### src/design/ipb_defs.svh
// Register map, field layout, reset values and decode constants of the priority bank
//
// Contract
// [RULE_01] Priority code 111 is level seven, the highest level a source can have.
// [RULE_02] Priority code 001 is level one, the lowest active level.
// [RULE_03] Priority code 000 disables the source so it never raises a request.
// [RULE_04] Codes 010 to 110 give levels two to six, a larger code always ranking higher.
// [RULE_05] Every bit outside a priority field ignores writes and reads as zero. The status word at 8'h80 reads back its request, level and source bits.
// [RULE_06] Every priority field resets to 100 (level four) and is readable and writable.
// [RULE_07] The I2C-B register holds the master event priority in bits 10 to 8.
// [RULE_08] The I2C-B register holds the slave event priority in bits 6 to 4.
// [RULE_09] The external interrupt register holds the interrupt four priority in bits 10 to 8.
// [RULE_10] The external interrupt register holds the interrupt three priority in bits 6 to 4.
// [RULE_11] The calendar register holds the calendar clock priority in bits 10 to 8.
// [RULE_12] The checksum/serial register holds the checksum error priority in bits 14 to 12.
// [RULE_13] The checksum/serial register holds the serial B error priority in bits 10 to 8.
// [RULE_14] The checksum/serial register holds the serial A error priority in bits 6 to 4.
// [RULE_15] The low-voltage register holds the low-voltage priority in bits 2 to 0.
// [RULE_16] The charge-timer register holds the charge-timer priority in bits 6 to 4.
`ifndef IPB_DEFS_SVH
`define IPB_DEFS_SVH

// Byte offsets of the registers
`define IPB_OFF_I2C2_PRIORITY_CTL        8'h30
`define IPB_OFF_EXT_INT34_PRIORITY_CTL   8'h34
`define IPB_OFF_RTC_PRIORITY_CTL         8'h3c
`define IPB_OFF_CRC_UART_ERR_PRIORITY_CTL 8'h40
`define IPB_OFF_LOW_VOLTAGE_PRIORITY_CTL 8'h48
`define IPB_OFF_CHARGE_TIMER_PRIORITY_CTL 8'h4c
`define IPB_OFF_STATUS                   8'h80

// Lowest bit of each priority field
`define IPB_POS_I2C_B_MASTER     5'd8
`define IPB_POS_I2C_B_SLAVE      5'd4
`define IPB_POS_EXT_IRQ_FOUR     5'd8
`define IPB_POS_EXT_IRQ_THREE    5'd4
`define IPB_POS_CALENDAR_CLOCK   5'd8
`define IPB_POS_CHECKSUM_GEN_ERR 5'd12
`define IPB_POS_SERIAL_B_ERROR   5'd8
`define IPB_POS_SERIAL_A_ERROR   5'd4
`define IPB_POS_LOW_VOLTAGE      5'd0
`define IPB_POS_CHARGE_TIMER     5'd4

// Status register fields
`define IPB_POS_STAT_REQ   5'd0
`define IPB_POS_STAT_LEVEL 5'd16
`define IPB_POS_STAT_SRC   5'd24

// Field reset value and special codes
`define IPB_PRIO_RESET    3'h4
`define IPB_PRIO_DISABLED 3'h0
`define IPB_PRIO_HIGHEST  3'h7
`define IPB_PRIO_LOWEST   3'h1

// Bus decode
`define IPB_ADDR_BITS 8
`define IPB_NUM_SRC   10

`endif

### src/design/ipb_pkg.sv
// Types shared by the priority bank
package ipb_pkg;

    // Interrupt sources, in bank order; lower index wins a tie
    typedef enum logic [3:0] {
        IPB_SRC_I2C_B_MASTER     = 4'h0,
        IPB_SRC_I2C_B_SLAVE      = 4'h1,
        IPB_SRC_EXT_IRQ_FOUR     = 4'h2,
        IPB_SRC_EXT_IRQ_THREE    = 4'h3,
        IPB_SRC_CALENDAR_CLOCK   = 4'h4,
        IPB_SRC_CHECKSUM_GEN_ERR = 4'h5,
        IPB_SRC_SERIAL_B_ERROR   = 4'h6,
        IPB_SRC_SERIAL_A_ERROR   = 4'h7,
        IPB_SRC_LOW_VOLTAGE      = 4'h8,
        IPB_SRC_CHARGE_TIMER     = 4'h9
    } ipb_src_t;

    // Bus slave phase
    typedef enum logic [1:0] {
        IPB_BUS_IDLE    = 2'b00,
        IPB_BUS_RD_WAIT = 2'b01,
        IPB_BUS_RD_DONE = 2'b10
    } ipb_bus_state_t;

    // Three-bit priority code
    typedef logic [2:0] ipb_prio_t;

endpackage : ipb_pkg

### src/design/ipb_top.sv
// Interrupt priority bank: ten 3-bit priority fields behind an AHB-Lite slave
`timescale 1ns/1ns
`default_nettype none
`include "ipb_defs.svh"

module ipb_top
    import ipb_pkg::*;
#(
    parameter int NUM_SRC = `IPB_NUM_SRC
) (
    input  wire logic               i_clk_sys,
    input  wire logic               i_arst_n,
    // AHB-Lite slave
    input  wire logic               i_hsel,
    input  wire logic [31:0]        i_haddr,
    input  wire logic [1:0]         i_htrans,
    input  wire logic               i_hwrite,
    input  wire logic [2:0]         i_hsize,
    input  wire logic [31:0]        i_hwdata,
    input  wire logic               i_hready,
    output var  logic [31:0]        o_hrdata,
    output var  logic               o_hreadyout,
    output var  logic               o_hresp,
    // Raw requests from the sources, same clock
    input  wire logic [NUM_SRC-1:0] i_src_req,
    // Requests that survive their priority code
    output var  logic [NUM_SRC-1:0] o_req_gated,
    // All ten priority codes, three bits per source
    output var  logic [3*NUM_SRC-1:0] o_src_prio,
    // Winning request level and source
    output var  logic [2:0]         o_top_level,
    output var  logic [3:0]         o_top_src
);

    localparam int AW = `IPB_ADDR_BITS;

    // Offset of the read-only status word
    localparam logic [AW-1:0] STAT_OFF = `IPB_OFF_STATUS;

    // Register offset of each source's field
    localparam logic [AW-1:0] SRC_OFF [NUM_SRC] = '{
        `IPB_OFF_I2C2_PRIORITY_CTL,          // [RULE_07]
        `IPB_OFF_I2C2_PRIORITY_CTL,          // [RULE_08]
        `IPB_OFF_EXT_INT34_PRIORITY_CTL,     // [RULE_09]
        `IPB_OFF_EXT_INT34_PRIORITY_CTL,     // [RULE_10]
        `IPB_OFF_RTC_PRIORITY_CTL,           // [RULE_11]
        `IPB_OFF_CRC_UART_ERR_PRIORITY_CTL,  // [RULE_12]
        `IPB_OFF_CRC_UART_ERR_PRIORITY_CTL,  // [RULE_13]
        `IPB_OFF_CRC_UART_ERR_PRIORITY_CTL,  // [RULE_14]
        `IPB_OFF_LOW_VOLTAGE_PRIORITY_CTL,   // [RULE_15]
        `IPB_OFF_CHARGE_TIMER_PRIORITY_CTL   // [RULE_16]
    };

    // Lowest bit of each source's field
    localparam logic [4:0] SRC_POS [NUM_SRC] = '{
        `IPB_POS_I2C_B_MASTER,      // [RULE_07]
        `IPB_POS_I2C_B_SLAVE,       // [RULE_08]
        `IPB_POS_EXT_IRQ_FOUR,      // [RULE_09]
        `IPB_POS_EXT_IRQ_THREE,     // [RULE_10]
        `IPB_POS_CALENDAR_CLOCK,    // [RULE_11]
        `IPB_POS_CHECKSUM_GEN_ERR,  // [RULE_12]
        `IPB_POS_SERIAL_B_ERROR,    // [RULE_13]
        `IPB_POS_SERIAL_A_ERROR,    // [RULE_14]
        `IPB_POS_LOW_VOLTAGE,       // [RULE_15]
        `IPB_POS_CHARGE_TIMER       // [RULE_16]
    };

    // Bus phase state
    ipb_bus_state_t          bus_state_q;
    ipb_bus_state_t          bus_state_d;

    // Captured address phase
    logic                    wr_pend_q;
    logic                    rd_pend_q;
    logic [AW-1:0]           addr_q;
    logic [2:0]              size_q;
    logic                    addr_take;

    // Byte lanes enabled by the captured transfer
    logic [3:0]              lane_en;

    // Priority storage
    ipb_prio_t               prio_q [NUM_SRC];

    // Gated requests and winner
    logic [NUM_SRC-1:0]      req_gated;
    logic [2:0]              top_level;
    logic [3:0]              top_src;

    // Read data assembled from the captured address
    logic [31:0]             rd_word;
    logic                    hreadyout_q;
    logic [31:0]             hrdata_q;
    logic [NUM_SRC-1:0]      req_gated_q;
    logic [2:0]              top_level_q;
    logic [3:0]              top_src_q;

    // Address phase accepted on an active transfer while the bus is ready
    assign addr_take = i_hsel && i_htrans[1] && i_hready;

    // Byte lanes from size and low address bits
    always_comb begin
        lane_en = 4'h0;
        case (size_q)
            3'h0: begin
                lane_en[addr_q[1:0]] = 1'b1;
            end
            3'h1: begin
                if (addr_q[1]) begin
                    lane_en = 4'hc;
                end else begin
                    lane_en = 4'h3;
                end
            end
            default: begin
                lane_en = 4'hf;
            end
        endcase
    end

    // Capture of the address phase
    always_ff @(posedge i_clk_sys or negedge i_arst_n) begin
        if (!i_arst_n) begin
            wr_pend_q <= 1'b0;
            rd_pend_q <= 1'b0;
            addr_q    <= '0;
            size_q    <= 3'h0;
        end else if (i_hready) begin
            wr_pend_q <= addr_take && i_hwrite;
            rd_pend_q <= addr_take && !i_hwrite;
            if (addr_take) begin
                addr_q <= i_haddr[AW-1:0];
                size_q <= i_hsize;
            end
        end else begin
            rd_pend_q <= 1'b0;
        end
    end

    // Reads take one wait state so a write just before is seen
    always_comb begin
        bus_state_d = bus_state_q;
        case (bus_state_q)
            IPB_BUS_IDLE: begin
                if (addr_take && !i_hwrite) begin
                    bus_state_d = IPB_BUS_RD_WAIT;
                end
            end
            IPB_BUS_RD_WAIT: begin
                bus_state_d = IPB_BUS_RD_DONE;
            end
            IPB_BUS_RD_DONE: begin
                if (addr_take && !i_hwrite) begin
                    bus_state_d = IPB_BUS_RD_WAIT;
                end else begin
                    bus_state_d = IPB_BUS_IDLE;
                end
            end
            default: begin
                bus_state_d = IPB_BUS_IDLE;
            end
        endcase
    end

    // Bus state register
    always_ff @(posedge i_clk_sys or negedge i_arst_n) begin
        if (!i_arst_n) begin
            bus_state_q <= IPB_BUS_IDLE;
        end else begin
            bus_state_q <= bus_state_d;
        end
    end

    // Ready drops for exactly the wait cycle of a read
    always_ff @(posedge i_clk_sys or negedge i_arst_n) begin
        if (!i_arst_n) begin
            hreadyout_q <= 1'b1;
        end else begin
            hreadyout_q <= (bus_state_d != IPB_BUS_RD_WAIT);
        end
    end

    // Field writes; bits outside fields have no storage
    generate
        for (genvar s = 0; s < NUM_SRC; s++) begin : g_field
            always_ff @(posedge i_clk_sys or negedge i_arst_n) begin
                if (!i_arst_n) begin
                    prio_q[s] <= `IPB_PRIO_RESET;  // [RULE_06]
                end else if (wr_pend_q && (addr_q[AW-1:2] == SRC_OFF[s][AW-1:2])
                             && lane_en[SRC_POS[s][4:3]]) begin
                    prio_q[s] <= i_hwdata[SRC_POS[s] +: 3];  // [RULE_06]
                end
            end
        end
    endgenerate

    // Code 000 blocks a source; any other code lets it through
    always_comb begin
        for (int s = 0; s < NUM_SRC; s++) begin
            req_gated[s] = i_src_req[s] && (prio_q[s] != `IPB_PRIO_DISABLED);  // [RULE_03]
        end
    end

    // Highest code wins; code is the level itself, 001 lowest to 111 highest
    always_comb begin
        top_level = `IPB_PRIO_DISABLED;
        top_src   = 4'h0;
        for (int s = 0; s < NUM_SRC; s++) begin
            if (req_gated[s] && (prio_q[s] > top_level)) begin  // [RULE_01] [RULE_02] [RULE_04]
                top_level = prio_q[s];
                top_src   = 4'(s);
            end
        end
    end

    // Read word of the captured address; unassigned bits stay zero
    always_comb begin
        rd_word = 32'h0;
        for (int s = 0; s < NUM_SRC; s++) begin
            if (addr_q[AW-1:2] == SRC_OFF[s][AW-1:2]) begin
                rd_word[SRC_POS[s] +: 3] = prio_q[s];  // [RULE_05]
            end
        end
        if (addr_q[AW-1:2] == STAT_OFF[AW-1:2]) begin
            rd_word[`IPB_POS_STAT_REQ   +: NUM_SRC] = req_gated_q;
            rd_word[`IPB_POS_STAT_LEVEL +: 3]       = top_level_q;
            rd_word[`IPB_POS_STAT_SRC   +: 4]       = top_src_q;
        end
    end

    // Read data loaded in the wait cycle, zero otherwise
    always_ff @(posedge i_clk_sys or negedge i_arst_n) begin
        if (!i_arst_n) begin
            hrdata_q <= 32'h0;
        end else if (bus_state_q == IPB_BUS_RD_WAIT) begin
            hrdata_q <= rd_word;  // [RULE_05]
        end else if (bus_state_q == IPB_BUS_RD_DONE) begin
            hrdata_q <= 32'h0;
        end
    end

    // Registered request view
    always_ff @(posedge i_clk_sys or negedge i_arst_n) begin
        if (!i_arst_n) begin
            req_gated_q <= '0;
            top_level_q <= `IPB_PRIO_DISABLED;
            top_src_q   <= 4'h0;
        end else begin
            req_gated_q <= req_gated;  // [RULE_03]
            top_level_q <= top_level;
            top_src_q   <= top_src;
        end
    end

    // Priority codes out
    always_comb begin
        for (int s = 0; s < NUM_SRC; s++) begin
            o_src_prio[3*s +: 3] = prio_q[s];
        end
    end

    // Ports
    assign o_hrdata    = hrdata_q;
    assign o_hreadyout = hreadyout_q;
    assign o_hresp     = 1'b0;
    assign o_req_gated = req_gated_q;
    assign o_top_level = top_level_q;
    assign o_top_src   = top_src_q;

endmodule : ipb_top
`default_nettype wire

### config.mk
export PLATFORM = sky130hd
export DESIGN_NAME = ipb_top
export DESIGN_NICKNAME = d
export VERILOG_FILES = /design/src/design/ipb_pkg.sv /design/src/design/ipb_top.sv
export VERILOG_INCLUDE_DIRS = /design/src /design/src/design
export SDC_FILE = /design/constraint.sdc
export NUM_CORES = 1
export LEC_CHECK = 0
export BUFFER_PORTS_ARGS = -buffer_cell sky130_fd_sc_hd__buf_2
export CAP_MARGIN = 15
export CORE_MARGIN = 3
export CORE_UTILIZATION = 56
export CTS_BUF_LIST = sky130_fd_sc_hd__clkbuf_4 sky130_fd_sc_hd__clkbuf_8
export CTS_CLUSTER_DIAMETER = 80
export DETAILED_ROUTE_END_ITERATION = 10
export MAX_ROUTING_LAYER = met4
export PLACE_DENSITY_LB_ADDON = 0.25
export SYNTH_ARGS = -nofsm -noshare
export SYNTH_HDL_FRONTEND = slang
export SYNTH_SLANG_ARGS = --single-unit
export TNS_END_PERCENT = 5
### constraint.sdc
create_clock -name i_clk_sys -period 31.7 [get_ports i_clk_sys]
set_input_delay 6.34 -clock i_clk_sys [delete_from_list [all_inputs] [get_ports i_clk_sys]]
set_output_delay 6.34 -clock i_clk_sys [all_outputs]
set_load 0.05 [all_outputs]
==> results.md <==
- Worst-path clk slew: 80 ps
- FILL cells: 675
- Worst-Margin Slew: 1030 ps
- Die Footprint: 0.00975 sq mm
- H-tree depth: 3
- Worst R2R Path Depth: 62
- Buffers and inverters on the worst path: 4
- WHS Path Cells: 2
- Global-route wire length before repair: 20800 um
- Yosys top cell area share: 37.4%
- Worst VDD drop: 25.6 uV
- Cell taking the most area after synthesis: dfrtp_1
- Synthesis-to-finish area growth: 16.1%
- Antenna Cells: 0
- Count of final setup violators: 0
- Gr ovfl total: 0
- Max_slew headroom: 31.1%
- CP max FO: 8
- Final Hold Viols: 0
- Final TNS setup: 0 ps
- Critical path capture point type: flop
- Fin crit period: 19850 ps
- Most frequent cell after synthesis: dfrtp_1
- Detail Route Antenna Nets: 0
- Gates resized, CTS repair: 0
- Initial antenna violation count: 0
- Worst hold path startpoint: o_top_src[2]
- WP data required: 31950 ps
- Detailed Routing Iterations Pass 1: 6
- Setup repair after global routing missed its margin: no
- Avg Cell Area, Syn: 9.65 sq um
- Kind of critical path: in -> reg
- WL final: 12800 um
- DR vias/cell: 5.91
- Critical path origin: i_src_req[0]
- Register area: 0.00209 sq mm
- Critical Path Slowest Stage Cell: mux2i_1
- DR vias: 4224
- Starting Density: 58.0%
- Setup crit start kind: input pin
- I/O pins: 165
- YS warnings: 0
- Pwr Density: 70.8 mW/mm^2
- Top cells by count, synth: dfrtp_1, nand2_1, inv_1
- Top delay family on crit path: compound AO/OA/AOI/OAI gates
- Largest cells by area after synthesis: dfrtp_1, mux2_2, dfstp_2
- Layout Nets: 708
- GPL Wtd Cong: 0.889
- Synth Flop Type: dfrtp_1
- Die W: 98.7 um
- Final period util: 62.6%
- Worst min path class: reg -> reg
- Cell variety after synth: 66
- Buffers on Ports: 107
- Netlist Area Pre-Place: 0.00482 sq mm
- Sequential area share after synthesis: 43.4%
- Most used cell, CP: ha_1
- Root Driver: clkbuf_8
- Clock skew: 17.7 ps
- Status: finished, final reports clean
- Die span in y: 98.7 um
- Fmax: 0.0504 GHz
- WHS: 482 ps
- Gr usage total: 27.6%
- TritonCTS sink count: 83
- Arrival time at the worst endpoint: 20100 ps
- Post-synth EDFFs: 0
- Cell Rows: 33
- # Max-Cap Violations: 0
- Layout Utilization: 67.4%
- Core area: 0.00830 sq mm
- DRC Markers: 0
- Number of post-CTS setup repair buffers: 0
- Reg2Reg Launch Point: o_src_prio[2]
- Layout cell share with drive strength beyond 1: 31.3%
- Vias in the first global route: 4123
- Async SR Flop Fraction: 100%
- Maximum clock path buffer count: 2
- Leak: 2.68 nW
- Final HPWL DP: 9940 um
- TritonCTS Buffers: 9
- Levels on crit path: 63
- Synthesized instance count: 499
- CTS tree: built
- Worst skew pair latency: 350 ps
- Max incr delay on CP: 450 ps
- Slew Limit Fails: 0
- Initial drt markers: 304
- Cts hold-fix bufs: 0
- Area of the multi-input gates: 0.00245 sq mm
- WL/cell: 17.9 um
- Pin count of the biggest net entering global routing: 84
- Synth Register Bits: 83
registers in the layout (all words and copies together) (netlist names):
register,count
bus_state_q,2
o_src_prio,30
o_hrdata,21
o_top_level,3
o_top_src,4
o_hreadyout,1
addr_q,8
o_req_gated,10
wr_pend_q,1
size_q,3
placed cells by master (no fill, tap or decap), types with 3 or more instances in the layout:
cell type	instances
a211oi_1	3
a21o_1	6
a21oi_1	18
a221oi_1	4
a222oi_1	3
a22oi_1	5
a31oi_1	5
and2_1	6
and3_1	7
buf_2	106
clkbuf_8	11
conb_1	12
dfrtp_1	72
dfstp_2	11
ha_1	19
inv_1	48
mux2_2	42
mux2i_1	10
nand2_1	55
nand2b_1	4
nand3_1	12
nor2_1	25
nor2b_1	5
nor3_1	7
o21ai_0	28
o21ai_1	4
o21bai_1	3
o22ai_1	14
o31a_1	5
o31ai_1	5
worst paths after layout:
check / endpoint / slack [ps]
max: o_top_src[2] / 11850
min: o_hrdata[26] / 480
max reg2reg: o_top_src[2] / 17380
min reg2reg: o_hrdata[26] / 480
max in group asynchronous: o_req_gated[9] / 24860
min in group asynchronous: bus_state_q[0] / 6140
area by class of cell:
type | count | share of cell area (%)
clock buffer | 12 | 2.84
clock inverter | 4 | 0.582
inverter | 49 | 3.29
multi-input combinational | 354 | 43.8
sequential | 83 | 37.4
tap | 105 | 2.35
timing repair buffer | 108 | 9.76
layer usage:
metal | vias to the layer above | wire length, um | track usage [%]
li1 | 1998 | - | -
met1 | 2031 | 5590 | 36.9
met2 | 177 | 6250 | 44.3
met3 | 18 | 787 | 3.47
met4 | 0 | 197 | 8.19
met5 | - | 0 | -
power breakdown:
group	switching [W]	leakage (nW)	internal, W	total [W]
Clock	0.0000387	0.0926	0.0000341	0.0000728
Combinational	0.000121	1.58	0.0000560	0.000177
Sequential	0.0000220	1.01	0.000124	0.000146
Total	0.000182	2.68	0.000214	0.000396
metrics by stage:
| stage | setup slack (ps) | total power (W) | cells | area, sq um |
|---|---|---|---|---|
| after floorplan | 13440 | 0.000277 | 510 | 4860 |
| after global placement | 11800 | 0.000319 | 699 | 5400 |
| after detailed placement | 11760 | 0.000323 | 699 | 5400 |
| after CTS | 12060 | 0.000395 | 715 | 5590 |
| after global routing | 10840 | 0.000420 | 715 | 5590 |
| final | 11850 | 0.000396 | 715 | 5590 |
worst reg2reg max path, delay by kind of cell, from the launching register on:
kind,cells,cell delay [ps]
simple gates,20,2990
buf+inv,3,160
mux,6,2050
fa+ha+maj,10,2900
flops,1,610
compound gates,23,5470
cell families (layout without fill, tap and decap cells):
kind of cell    count (synthesis)  after routing  share of synthesized area, %
simple gates                  135            135                          13.2
compound gates                134            134                          19.4
buf+inv                        73            173                          6.63
mux                            53             53                          12.2
fa+ha+maj                      20             20                          5.14
other cells                     1             12                        0.0779
flops                          83             83                          43.4
No activity file was read; power rests on OpenSTA's default activity.
